==> src/pcg_pkg.sv <==
// Constants and carrier types of the PLL configuration and clock gating block.
package pcg_pkg;

  // ************************************************************
  // Register map and reset values
  // ************************************************************
  localparam logic [31:0] PCG_LOCK_TIME_ADDR = 32'h4000_0000;
  localparam logic [31:0] PCG_MAIN_PLL_ADDR  = 32'h4000_0010;
  localparam logic [31:0] PCG_AUX_PLL_ADDR   = 32'h4000_0014;
  localparam logic [31:0] PCG_GATE_ADDR      = 32'h4000_0020;
  localparam logic [31:0] PCG_STATUS_ADDR    = 32'h4000_0040;
  localparam logic [31:0] PCG_MAIN_PLL_RST   = 32'h0004_8021;
  localparam logic [31:0] PCG_AUX_PLL_RST    = 32'h0003_0021;
  localparam logic [31:0] PCG_GATE_RST       = 32'h03FF_FFF0;
  localparam logic [31:0] PCG_LOCK_TIME_RST  = 32'h0FFF_0FFF;
  localparam logic [31:0] PCG_PLL_WR_MASK    = 32'h000F_F3F3;
  localparam logic [31:0] PCG_GATE_WR_MASK   = 32'h37FF_FFD7;
  localparam logic [31:0] PCG_LOCK_WR_MASK   = 32'h0FFF_0FFF;

  // ************************************************************
  // Field positions
  // ************************************************************
  localparam int PCG_PLL_NUM      = 2;
  localparam int PCG_PLL_MAIN     = 0;
  localparam int PCG_PLL_AUX      = 1;
  localparam int PCG_MAIN_DIVIDER_LSB     = 12;
  localparam int PCG_PRE_DIVIDER_LSB     = 4;
  localparam int PCG_POST_DIVIDER_LSB     = 0;
  localparam int PCG_LOCK_MAIN_LSB = 0;
  localparam int PCG_LOCK_AUX_LSB = 16;
  localparam int PCG_LOCK_W       = 12;
  localparam int PCG_STOP_BIT     = 0;
  localparam int PCG_MON_BIT      = 1;
  localparam int PCG_IDLE_BIT     = 2;
  localparam int PCG_INFRARED_BIT = 4;
  localparam int PCG_CAMERA_CORE_BIT = 23;
  localparam logic [31:0] PCG_MODE_BITS = 32'h0000_0007;
  localparam logic [31:0] PCG_AUX_SRC_MASK =
    (32'h1 << PCG_CAMERA_CORE_BIT) | (32'h1 << PCG_INFRARED_BIT);

  // ************************************************************
  // Divider offsets and lock timing
  // ************************************************************
  localparam logic [8:0]  PCG_M_OFFSET     = 9'h008;
  localparam logic [6:0]  PCG_P_OFFSET     = 7'h02;
  localparam logic [15:0] PCG_LOCK_CNT_RST = 16'hFFF0;

  // Effective divider values presented to the analog PLL macro.
  typedef struct packed {
    logic [8:0] m;
    logic [6:0] p;
    logic [1:0] s;
  } pcg_pll_drive_t;

endpackage : pcg_pkg

==> src/pcg_top.sv <==
// PLL divider registers, lock timing and per-block clock gating behind APB.
//
// Chosen here: the APB slave port.
`timescale 1ns/1ps

// Functional notes
// PLL output is m*Fin/(p*2^s), m = main divider+8, p = pre divider+2.
// Software keeps 6.48/sqrt(m) strictly between 0.7 and 1.8.
// PLL fields: main divider [19:12], pre divider [9:4], post divider [1:0].
// Reset main divider 0x48 main, 0x30 aux; pre 0x02, post 0x1.
// Software should use the tabulated divider sets for a 12 MHz reference.
// Gate bit 1 passes its clock, 0 blocks it; reset value 0x03FFFFF0.
// Bus clock gates at bits 29, 25, 24, 22, 21 and 7.
// Aux PLL gates at 23 and 4; codec clock gates at 28, 26, 20.
// Peripheral bus gates at bits 19 down to 8, audio codec at 6.
// Bit 2 enters IDLE; hardware never clears the bit.
// Bit 0 enters STOP; hardware never clears it; resets to 0.
// Bit 1 enables the bus clock monitor output; resets to 0.
// IDLE ends on any interrupt, warm reset or cold reset.
// STOP ends on external, RTC alarm or modem interrupt, or reset.
// After PLL restart wait lock count times 16 reference periods.
// A divider change holds that PLL's block clocks until lock expires.
module pcg_top
  import pcg_pkg::*;
(
  // Clock and reset
  input  wire logic                 i_clk,
  input  wire logic                 i_arst_n,
  // APB slave
  input  wire logic                 i_psel,
  input  wire logic                 i_penable,
  input  wire logic                 i_pwrite,
  input  wire logic [31:0]          i_paddr,
  input  wire logic [31:0]          i_pwdata,
  output logic      [31:0]          o_prdata,
  output logic                      o_pready,
  output logic                      o_pslverr,
  // Pins and wake sources
  input  wire logic                 i_ref_clk,
  input  wire logic                 i_warm_reset_pin_n,
  input  wire logic                 i_irq_any,
  input  wire logic [9:0]           i_ext_irq,
  input  wire logic                 i_rtc_alarm,
  input  wire logic                 i_modem_irq,
  // PLL macro control
  output pcg_pll_drive_t            o_main_pll,
  output pcg_pll_drive_t            o_aux_pll,
  output logic                      o_main_pll_locked,
  output logic                      o_aux_pll_locked,
  // Clock gating and power modes
  output logic      [31:0]          o_block_clk_en,
  output logic                      o_bus_clk_mon_en,
  output logic                      o_cpu_clk_en,
  output logic                      o_idle_mode,
  output logic                      o_stop_mode
);

  // ************************************************************
  // Declarations
  // ************************************************************
  logic [31:0]    pll_cfg_reg [PCG_PLL_NUM];
  logic [15:0]    lock_cnt_reg [PCG_PLL_NUM];
  logic [PCG_PLL_NUM-1:0] locked_reg;
  logic [PCG_PLL_NUM-1:0] restart;
  logic [PCG_PLL_NUM-1:0] wr_pll;
  pcg_pll_drive_t drive_reg [PCG_PLL_NUM];
  logic [31:0]    gate_reg;
  logic [31:0]    lock_time_reg;
  logic [31:0]    clk_en_reg;
  logic [31:0]    prdata_reg;
  logic [31:0]    rd_next;
  logic           rd_err_next;
  logic           pready_reg;
  logic           pslverr_reg;
  logic           cpu_en_reg;
  logic           idle_reg;
  logic           stop_reg;
  logic [2:0]     ref_sync_reg;
  logic           ref_lvl_reg;
  logic [2:0]     warm_sync_reg;
  logic           warm_lvl_reg;
  logic           wr_cycle;
  logic           wr_gate;
  logic           wr_lock;
  logic           ref_rise;
  logic           warm_active;
  logic           stop_wake;
  logic           stop_exit;
  logic [31:0]    src_ok;

  // ************************************************************
  // APB slave
  // ************************************************************

  // A write lands only at the access edge where pready is already high.
  assign wr_cycle  = i_psel & i_penable & i_pwrite & pready_reg;
  assign wr_gate   = wr_cycle & (i_paddr == PCG_GATE_ADDR);
  assign wr_lock   = wr_cycle & (i_paddr == PCG_LOCK_TIME_ADDR);
  assign wr_pll[PCG_PLL_MAIN] = wr_cycle & (i_paddr == PCG_MAIN_PLL_ADDR);
  assign wr_pll[PCG_PLL_AUX]  = wr_cycle & (i_paddr == PCG_AUX_PLL_ADDR);

  // Unmapped addresses fall to the default and answer with zero data and an error.
  // Read data is chosen in the setup cycle so that every bus output is a flop.
  always_comb
  begin
    rd_next     = 32'h0000_0000;
    rd_err_next = 1'b0;
    unique case (i_paddr)
      PCG_LOCK_TIME_ADDR: rd_next = lock_time_reg;
      PCG_MAIN_PLL_ADDR:  rd_next = pll_cfg_reg[PCG_PLL_MAIN];
      PCG_AUX_PLL_ADDR:   rd_next = pll_cfg_reg[PCG_PLL_AUX];
      PCG_GATE_ADDR:      rd_next = gate_reg;
      PCG_STATUS_ADDR:    rd_next = {28'h000_0000, stop_reg, idle_reg, locked_reg};
      default:            rd_err_next = 1'b1;
    endcase
  end

  // One access cycle per transfer; unmapped addresses answer with an error.
  always_ff @(posedge i_clk or negedge i_arst_n)
  begin
    if (!i_arst_n)
    begin
      pready_reg  <= 1'b0;
      pslverr_reg <= 1'b0;
      prdata_reg  <= 32'h0000_0000;
    end
    else
    begin
      pready_reg <= i_psel & ~i_penable;
      if (i_psel && !i_penable)
      begin
        pslverr_reg <= rd_err_next;
        prdata_reg  <= i_pwrite ? 32'h0000_0000 : rd_next;
      end
    end
  end

  // ************************************************************
  // Configuration registers
  // ************************************************************

  // The lock time word is writable so software can shorten a relock before a change.
  // Reserved gate bits are forced low on write; the reset pattern is kept as is.
  always_ff @(posedge i_clk or negedge i_arst_n)
  begin
    if (!i_arst_n)
    begin
      gate_reg      <= PCG_GATE_RST;
      lock_time_reg <= PCG_LOCK_TIME_RST;
    end
    else
    begin
      if (wr_gate)
      begin
        gate_reg <= i_pwdata & PCG_GATE_WR_MASK;
      end
      if (wr_lock)
      begin
        lock_time_reg <= i_pwdata & PCG_LOCK_WR_MASK;
      end
    end
  end

  // ************************************************************
  // Reference clock and warm reset pin synchronisers
  // ************************************************************

  // The warm stages reset to the inactive level so no false wake follows reset.
  // A level counts once the second and third stages agree, filtering a runt.
  always_ff @(posedge i_clk or negedge i_arst_n)
  begin
    if (!i_arst_n)
    begin
      ref_sync_reg  <= 3'h0;
      ref_lvl_reg   <= 1'b0;
      warm_sync_reg <= 3'h7;
      warm_lvl_reg  <= 1'b1;
    end
    else
    begin
      ref_sync_reg  <= {ref_sync_reg[1:0], i_ref_clk};
      warm_sync_reg <= {warm_sync_reg[1:0], i_warm_reset_pin_n};
      if (ref_sync_reg[1] == ref_sync_reg[2])
      begin
        ref_lvl_reg <= ref_sync_reg[2];
      end
      if (warm_sync_reg[1] == warm_sync_reg[2])
      begin
        warm_lvl_reg <= warm_sync_reg[2];
      end
    end
  end

  // A reference edge becomes a one-cycle enable; the counters never see the pin.
  // The reference must run well below half the core rate, or edges are lost.
  assign ref_rise    = (ref_sync_reg[1] == ref_sync_reg[2]) & ref_sync_reg[2] & ~ref_lvl_reg;
  assign warm_active = ~warm_lvl_reg;

  // ************************************************************
  // Power modes
  // ************************************************************

  // The external, RTC alarm and modem interrupts and the warm reset pin leave STOP.
  assign stop_wake = (|i_ext_irq) | i_rtc_alarm | i_modem_irq | warm_active;
  assign stop_exit = stop_reg & stop_wake & ~(wr_gate & i_pwdata[PCG_STOP_BIT]);

  // The gate register keeps the mode bits as written; these flags hold the live state.
  // Software must clear the written mode bits itself, since hardware never does.
  // Entry writes win over a wake in the same cycle so an entry is never lost.
  always_ff @(posedge i_clk or negedge i_arst_n)
  begin
    if (!i_arst_n)
    begin
      idle_reg <= 1'b0;
      stop_reg <= 1'b0;
    end
    else
    begin
      if (wr_gate && i_pwdata[PCG_IDLE_BIT])
      begin
        idle_reg <= 1'b1;
      end
      else if (i_irq_any || warm_active)
      begin
        idle_reg <= 1'b0;
      end
      if (wr_gate && i_pwdata[PCG_STOP_BIT])
      begin
        stop_reg <= 1'b1;
      end
      else if (stop_wake)
      begin
        stop_reg <= 1'b0;
      end
    end
  end

  // ************************************************************
  // PLL configuration and lock timing, one slice per PLL
  // ************************************************************
  generate
    for (genvar g = 0; g < PCG_PLL_NUM; g++)
    begin : g_pll
      // Each slice picks its lock field and reset pattern from the PLL index.
      localparam int LOCK_LSB = (g == PCG_PLL_MAIN) ? PCG_LOCK_MAIN_LSB : PCG_LOCK_AUX_LSB;
      localparam logic [31:0] CFG_RST = (g == PCG_PLL_MAIN) ? PCG_MAIN_PLL_RST
                                                            : PCG_AUX_PLL_RST;

      // Rewriting the same value leaves the clocks running, so a refresh costs nothing.
      // Only a write that really alters a divider, or a STOP wake, relocks.
      assign restart[g] = (wr_pll[g] &&
                           ((i_pwdata & PCG_PLL_WR_MASK) != pll_cfg_reg[g])) ||
                          stop_exit;

      // Divider fields keep their positions; unused bits stay zero.
      always_ff @(posedge i_clk or negedge i_arst_n)
      begin
        if (!i_arst_n)
        begin
          pll_cfg_reg[g] <= CFG_RST;
        end
        else if (wr_pll[g])
        begin
          pll_cfg_reg[g] <= i_pwdata & PCG_PLL_WR_MASK;
        end
      end

      // The macro sees the effective m, p and s, so its output is m*Fin/(p*2^s).
      always_ff @(posedge i_clk or negedge i_arst_n)
      begin
        if (!i_arst_n)
        begin
          drive_reg[g] <= '0;
        end
        else
        begin
          drive_reg[g].m <= {1'b0, pll_cfg_reg[g][PCG_MAIN_DIVIDER_LSB +: 8]} + PCG_M_OFFSET;
          drive_reg[g].p <= {1'b0, pll_cfg_reg[g][PCG_PRE_DIVIDER_LSB +: 6]} + PCG_P_OFFSET;
          drive_reg[g].s <= pll_cfg_reg[g][PCG_POST_DIVIDER_LSB +: 2];
        end
      end

      // A zero lock field still waits for one reference edge before lock.
      // Counts reference edges; frozen in STOP since the PLL is off then.
      always_ff @(posedge i_clk or negedge i_arst_n)
      begin
        if (!i_arst_n)
        begin
          lock_cnt_reg[g] <= PCG_LOCK_CNT_RST;
          locked_reg[g]   <= 1'b0;
        end
        else if (restart[g])
        begin
          lock_cnt_reg[g] <= {lock_time_reg[LOCK_LSB +: PCG_LOCK_W], 4'h0};
          locked_reg[g]   <= 1'b0;
        end
        else if (!locked_reg[g] && ref_rise && !stop_reg)
        begin
          if (lock_cnt_reg[g] <= 16'h0001)
          begin
            lock_cnt_reg[g] <= 16'h0000;
            locked_reg[g]   <= 1'b1;
          end
          else
          begin
            lock_cnt_reg[g] <= lock_cnt_reg[g] - 16'h0001;
          end
        end
      end
    end
  endgenerate

  // ************************************************************
  // Clock gate outputs
  // ************************************************************

  // Until its own PLL locks after reset each block clock stays off, which is intended.
  // Camera core and infrared run from the aux PLL, all others from the main.
  assign src_ok = (PCG_AUX_SRC_MASK & {32{locked_reg[PCG_PLL_AUX]}}) |
                  (~PCG_AUX_SRC_MASK & {32{locked_reg[PCG_PLL_MAIN]}});

  // The mode bits are masked out here so they never reach a block enable.
  // Gating is registered so an enable changes only on a clean clock edge.
  always_ff @(posedge i_clk or negedge i_arst_n)
  begin
    if (!i_arst_n)
    begin
      clk_en_reg <= 32'h0000_0000;
      cpu_en_reg <= 1'b0;
    end
    else
    begin
      clk_en_reg <= gate_reg & ~PCG_MODE_BITS & src_ok & {32{~stop_reg}};
      cpu_en_reg <= ~idle_reg & ~stop_reg & locked_reg[PCG_PLL_MAIN];
    end
  end

  // Outputs are plain copies of flops, so no logic sits between a flop and a pin.
  // Each gate bit above the three mode bits maps to its block enable at the same position.
  assign o_block_clk_en    = clk_en_reg;
  assign o_bus_clk_mon_en  = gate_reg[PCG_MON_BIT];
  assign o_cpu_clk_en      = cpu_en_reg;
  assign o_idle_mode       = idle_reg;
  assign o_stop_mode       = stop_reg;
  assign o_main_pll        = drive_reg[PCG_PLL_MAIN];
  assign o_aux_pll         = drive_reg[PCG_PLL_AUX];
  assign o_main_pll_locked = locked_reg[PCG_PLL_MAIN];
  assign o_aux_pll_locked  = locked_reg[PCG_PLL_AUX];
  assign o_prdata          = prdata_reg;
  assign o_pready          = pready_reg;
  assign o_pslverr         = pslverr_reg;

endmodule : pcg_top

==> config.mk <==
export PLATFORM = sky130hd
export DESIGN_NAME = pcg_top
export DESIGN_NICKNAME = d
export VERILOG_FILES = /design/src/pcg_pkg.sv /design/src/pcg_top.sv
export SDC_FILE = /design/constraint.sdc
export NUM_CORES = 1
export LEC_CHECK = 0
export BUFFER_PORTS_ARGS = -buffer_cell sky130_fd_sc_hd__buf_2
export CORE_AREA = 2 2 205 106
export DETAILED_ROUTE_END_ITERATION = 6
export DIE_AREA = 0 0 207 108
export PLACE_DENSITY = 0.87
export SYNTH_ARGS = -nofsm -noshare
export SYNTH_HDL_FRONTEND = slang
export SYNTH_SLANG_ARGS = --single-unit
export TNS_END_PERCENT = 100
==> constraint.sdc <==
create_clock -name i_clk -period 2.25 [get_ports i_clk]
set_clock_uncertainty 0.05 [all_clocks]
set_input_delay 0.3375 -clock i_clk [delete_from_list [all_inputs] [get_ports i_clk]]
set_output_delay 0.3375 -clock i_clk [all_outputs]
set_load 0.03 [all_outputs]
Word level (Yosys, flattened, before mapping). Index checks and enable logic that the tools add are counted. W data, S select, Z words.

$add $sub $neg: 6. Order comparisons: 2. Equal/unequal tests: 9. Muxes and demuxes: 19. Bitwise gates (word level): 27. Reduce and logical (&&, ||, !) cells: 26.

Operator list (number): $eq A32 B31 Y1 const B (5); $pmux W30 S5 (1); $mux W16 (6); $and A30 B32 Y32 (1); $and A32 B32 Y32 (1); $le A16 B1 Y1 const B (2); $mux W32 (1); $ne A16 B16 Y1 (2); $or A24 B32 Y32 (1); $sub A16 B1 Y16 const B (2); $add A8 B4 Y9 const B (2); $and A1 B1 Y1 (15); $add A6 B2 Y7 const B (2); $reduce_bool A2 Y1 (6); $mux W1 (11); $reduce_or A10 Y1 (1); $logic_and A1 B1 Y1 (9); $not A1 Y1 (6); $reduce_or A5 Y1 (1); $logic_not A1 Y1 (4); $reduce_and A2 Y1 (2); $logic_or A1 B1 Y1 (3); $or A1 B1 Y1 (3); $eq A1 B1 Y1 (2).

Register bits: 231. Bits of input ports: 84. Output and inout port bits: 108. Logic and storage cells: 114.

Longest topological paths before layout.
Depth after elaboration: 10. Depth in mapped cells: 8. Gate-level depth less buffers: 7.

Least setup slack after synthesis. No wires, ideal clock.

Path kind: reg-to-reg. Start: reg stop_reg (netlist: o_stop_mode). End: reg lock_cnt_reg[10] (netlist name). Library setup time: 0.082 ns. Arrival time: 2.347 ns. Required time: 2.118 ns. Slack: -0.230 ns. Stages on the path, launching flop included: 8. Cell sequence: dfrtp_1 buf_2 or4b_1 clkbuf_2 or4_4 o31ai_1 o21ai_0 mux2_2.

Cells in the longest elaborated chain, start to end: 4. Elaborated cells between the ends (all ways): 7. Those cells by class: 1 x mux; 2 x bitwise; 4 x reduce/logical.

RTL lines: start, declared (RTL line pcg_top.sv:77) `logic stop_reg;`; start signal, assigned (RTL line pcg_top.sv:215) `stop_reg <= 1'b0;`; start signal, assigned (RTL line pcg_top.sv:229) `stop_reg <= 1'b1;`; start signal, assigned (RTL line pcg_top.sv:233) `stop_reg <= 1'b0;`; $and A1 B1 Y1 (2 in series) (RTL line pcg_top.sv:205) `assign stop_exit = stop_reg & stop_wake & ~(wr_gate & i_pwdata[PCG_STOP_BIT]);`; $logic_or A1 B1 Y1 (RTL line pcg_top.sv:252) `((i_pwdata & PCG_PLL_WR_MASK) != pll_cfg_reg[g])) ||`; $mux W16 or $reduce_bool A2 Y1 (tied branches); end signal, assigned by index (RTL line pcg_top.sv:294) `lock_cnt_reg[g] <= {lock_time_reg[LOCK_LSB +: PCG_LOCK_W], 4'h0};`; end signal, assigned by index (RTL line pcg_top.sv:306) `lock_cnt_reg[g] <= lock_cnt_reg[g] - 16'h0001;`; end, declared (RTL line pcg_top.sv:62) `logic [15:0] lock_cnt_reg [PCG_PLL_NUM];`.

Several ways; a longest one is shown, not always the timed one. A chain may end at the register's enable or synchronous reset.

Worst setup path in the final report.
Start: reg lock_cnt_reg[19] (netlist name). End: reg lock_cnt_reg[26] (netlist name).

Cells in the longest elaborated chain, start to end: 4. Elaborated cells between the ends (all ways): 5. Those cells by class: 1 x add/sub; 1 x order compare; 3 x mux.

RTL lines: $sub A16 B1 Y16 or $le A16 B1 Y1 (tied branches) (RTL line pcg_top.sv:306, pcg_top.sv:299); $mux W16 * (RTL line pcg_top.sv:299) `if (lock_cnt_reg[g] <= 16'h0001)`; $mux W16 * (RTL line pcg_top.sv:297) `else if (!locked_reg[g] && ref_rise && !stop_reg)`; $mux W16 * (RTL line pcg_top.sv:292) `else if (restart[g])`.

Mark *: on every way between the ends. The rest lies on a longest branch, timed or not. The select of a mux whose other input is x is not followed.

==> results.md <==
* Hpwl dp at 20700 um
* Final Wtd Congestion at 0.922
* Post-Syn Area at 10200 um^2
* Setup Viol. Count Final at 9
* Max Freq at 415 MHz
* Reg-to-Reg End: lock_cnt_reg[26]
* Final min period at 2.41 ns
* Post-synth EDFFs at 0
* Final worst-path cycle share at 107%
* Largest net degree at the start of global routing at 58
* Met1 Resource Use GR at 32.6%
* Top post-synthesis cells by count: 140 x dfrtp_1, 104 x mux2_2, 82 x dfstp_2
* First-pass DRT Iterations at 6
* Total CTS buffers at 21
* Initial core utilization at 50.0%
* Leak at 0.00630 uW
* Grt total ovfl at 0
* Flops & latches, synth at 222
* Wire length per cell at 24.0 um
* Chip height at 108 um
* Setup crit start kind: flop
* Synth top area share at 34.4%
* CP arrival at 2.80 ns
* Core ar. at 20400 um^2
* Area growth syn-to-layout at 29.5%
* Std cell rows at 37
* Reg-to-reg slack, setup at -0.16 ns
* DR DRC count at 0
* Buffers on Ports at 180
* Fill count at 1346
* Critical path endpoint category: flop
* Layout cells sized above 1 at 51.7%
* Worst path slowest cell: nor4_1
* Async SR Flop Fraction at 100%
* Die X at 207 um
* Clock tree buffer depth at 3
* Vias/cell at 6.27
* GRT busiest layer: met2
* Hold Vio Cnt, Final at 0
* Worst setup path endpoint: lock_cnt_reg[26]
* Multi-input gate area at 4590 um^2
* Post-Route WL at 33200 um
* Rel. slew slack at 57.7%
* CP Max Fanout at 6
* M2 GR Usage at 46.9%
* Detailed-route via count at 8673
* Initial antenna violation count at 2
* Syn Area/Cell at 12.3 um^2
* Status: finished, violations left
* Dpl cell area at 12000 um^2
* First-pass GRT wire length at 48100 um
* FF-to-FF Start: lock_cnt_reg[19]
* Post-route setup slack at -0.159 ns
* Iter 0 DRT Violations at 989
* Most frequent CP cell: buf_4
* Fin util at 64.8%
* Actual slew at the worst max-slew pin at 0.627 ns
* Register area at 5660 um^2
* Pins Over Slew Limit at 0
* Vias in the first global route at 8745
* Met3 usage at 6.07%
* IO Pins at 192
* GRT Overall Usage at 27.3%
* Critical-path cell list: buf_4 > nor4_1 > nand4_1 > buf_4 > nor2_4 > mux2_4 > mux2_2
* Nets@finish at 1185
* Top-count cell post-synth: dfrtp_1
* RSZ-0062 raised after global routing: true
* Peak supply drop at 0.000622 V
* Worst endpoint required time at 2.64 ns
* Clock root cell: clkbuf_16
* Ranking of synthesized cells by area: dfrtp_1 34%, dfstp_2 21%, mux2_2 11%, o21ai_0 2.3%, xnor2_1 2.1%
* Max_cap viols at 0
* Synthesis Warnings at 0
* Pwr dens at 619 nW/um^2
* Clk slew on worst S/H paths at 0.07 ns
* TritonCTS Sinks at 222
* Failing checks: negative setup slack
* Library cells used by synthesis at 68
* Max stage delay on crit path at 0.48 ns
* Main synth FF type: dfrtp_1
* Worst hold-check path type: in -> reg
* Crit path from: lock_cnt_reg[19]
* Design area at 13200 um^2
* Worst-skew pair later-pin latency at 0.51 ns
* DIE AREA at 22400 um^2
* CTS tree: done
* Sequential share of the synthesized area at 55.5%
* CTS H-tree lvls at 1
* Worst Setup Path Type: reg -> reg
* Reg2Reg Depth at 7
* Antenna Nets Post-Route at 0
* Post-synth top area cell: dfrtp_1
* Gate Count Post-Synth at 829
* Pre-CTS WS at -0.177 ns
## logic make-up (layout without fill, tap and decap cells)
logic type / after synthesis / after routing / share of synthesized area, %
buffers and inverters: 69 / 338 / 3.27
muxes: 128 / 128 / 14.1
and+or+nand+nor: 216 / 216 / 13.0
AOI/OAI and AO/OA: 139 / 140 / 9.16
other: 1 / 12 / 0.0368
adders and majority gates: 10 / 10 / 1.20
DFF: 222 / 222 / 55.5
xor gates and xnor gates: 44 / 44 / 3.78
## layout make-up
cell class | instances | share of cell area (%)
tap | 273 | 2.59
multi-input combinational | 547 | 34.8
antenna | 3 | 0.0569
inverter | 17 | 0.484
clock buffer | 28 | 4.57
timing repair buffer | 283 | 13.7
clock inverter | 10 | 0.853
sequential | 222 | 42.9
## power by group
group | total [uW] | switching (uW) | internal (uW) | leakage (uW)
Clock | 3710 | 1580 | 2130 | 0.000349
Combinational | 428 | 283 | 145 | 0.00326
Sequential | 4030 | 11.1 | 4010 | 0.00269
## how the worst min path moves through the flow
stage               startpoint               to  slack, ns  depth (start not counted)
2_1_floorplan         i_arst_n      gate_reg[0]     -0.008                          0
3_3_place_gp          i_arst_n   o_main_pll[13]       0.29                          1
3_5_place_dp   ref_sync_reg[0]  ref_sync_reg[1]       0.29                          0
4_1_cts           i_pwdata[29]     gate_reg[29]      0.008                          2
5_1_grt           i_pwdata[28]     gate_reg[28]       0.01                          2
6_report          i_pwdata[28]     gate_reg[28]       0.02                          2
## critical path, delay by kind of cell, from the launching register on
family	cells	cell delay, ns
buf+inv	2	0.42
mux	2	0.55
flops	1	0.39
simple gates	3	0.94
## cell usage in the layout (no fill, tap or decap), drive strengths merged, types with 5 or more instances in the layout
master  Yosys  final
nand4      10     10
o21ai      49     49
a21oi      16     16
inv        17     18
a32o        5      5
o22ai      12     12
xnor2      24     24
or4         9      9
nor4b       7      7
nor3       11     11
nand2b      6      6
mux2i      19     19
xor2       20     20
o31ai       5      5
or3         6      6
and3       28     28
nor2       29     29
clkbuf     29     29
conb        1      9
a22o       14     14
mux2      109    109
dfstp      82     82
nor4       23     23
a22oi      20     20
nand3      17     17
or2         9      9
dfrtp     140    140
clkinv      0      5
nand2      46     46
buf        23    278
ha          9      9
## what timing repair did
item / CTS / global route
hold buffers: 4 / 0
pin swaps: 4 / 19
endpoints found under the hold margin: 34 / 0
cloned: 0 / 1
setup buffers: 3 / 15
resized for setup: 16 / 59
setup endpoints to repair: 12 / 39
## metal layers
metal	wire length (um)	vias to the layer above
met5	0	-
met4	2020	0
met3	3210	194
met2	16200	618
met1	11700	4328
li1	-	3533
## metrics by stage
step	hold slack [ns]	total power, uW	instances	TNS (ns)
after floorplan	-0.00809	4230	837	-1.00
after global placement	0.285	4460	1320	-2.73
after detailed placement	0.293	4480	1320	-8.30
after CTS	0.00782	8130	1365	-0.0538
after global routing	0.0145	8340	1381	-1.75
final	0.0240	8170	1383	-0.773
(Power assumes the default switching activity.)
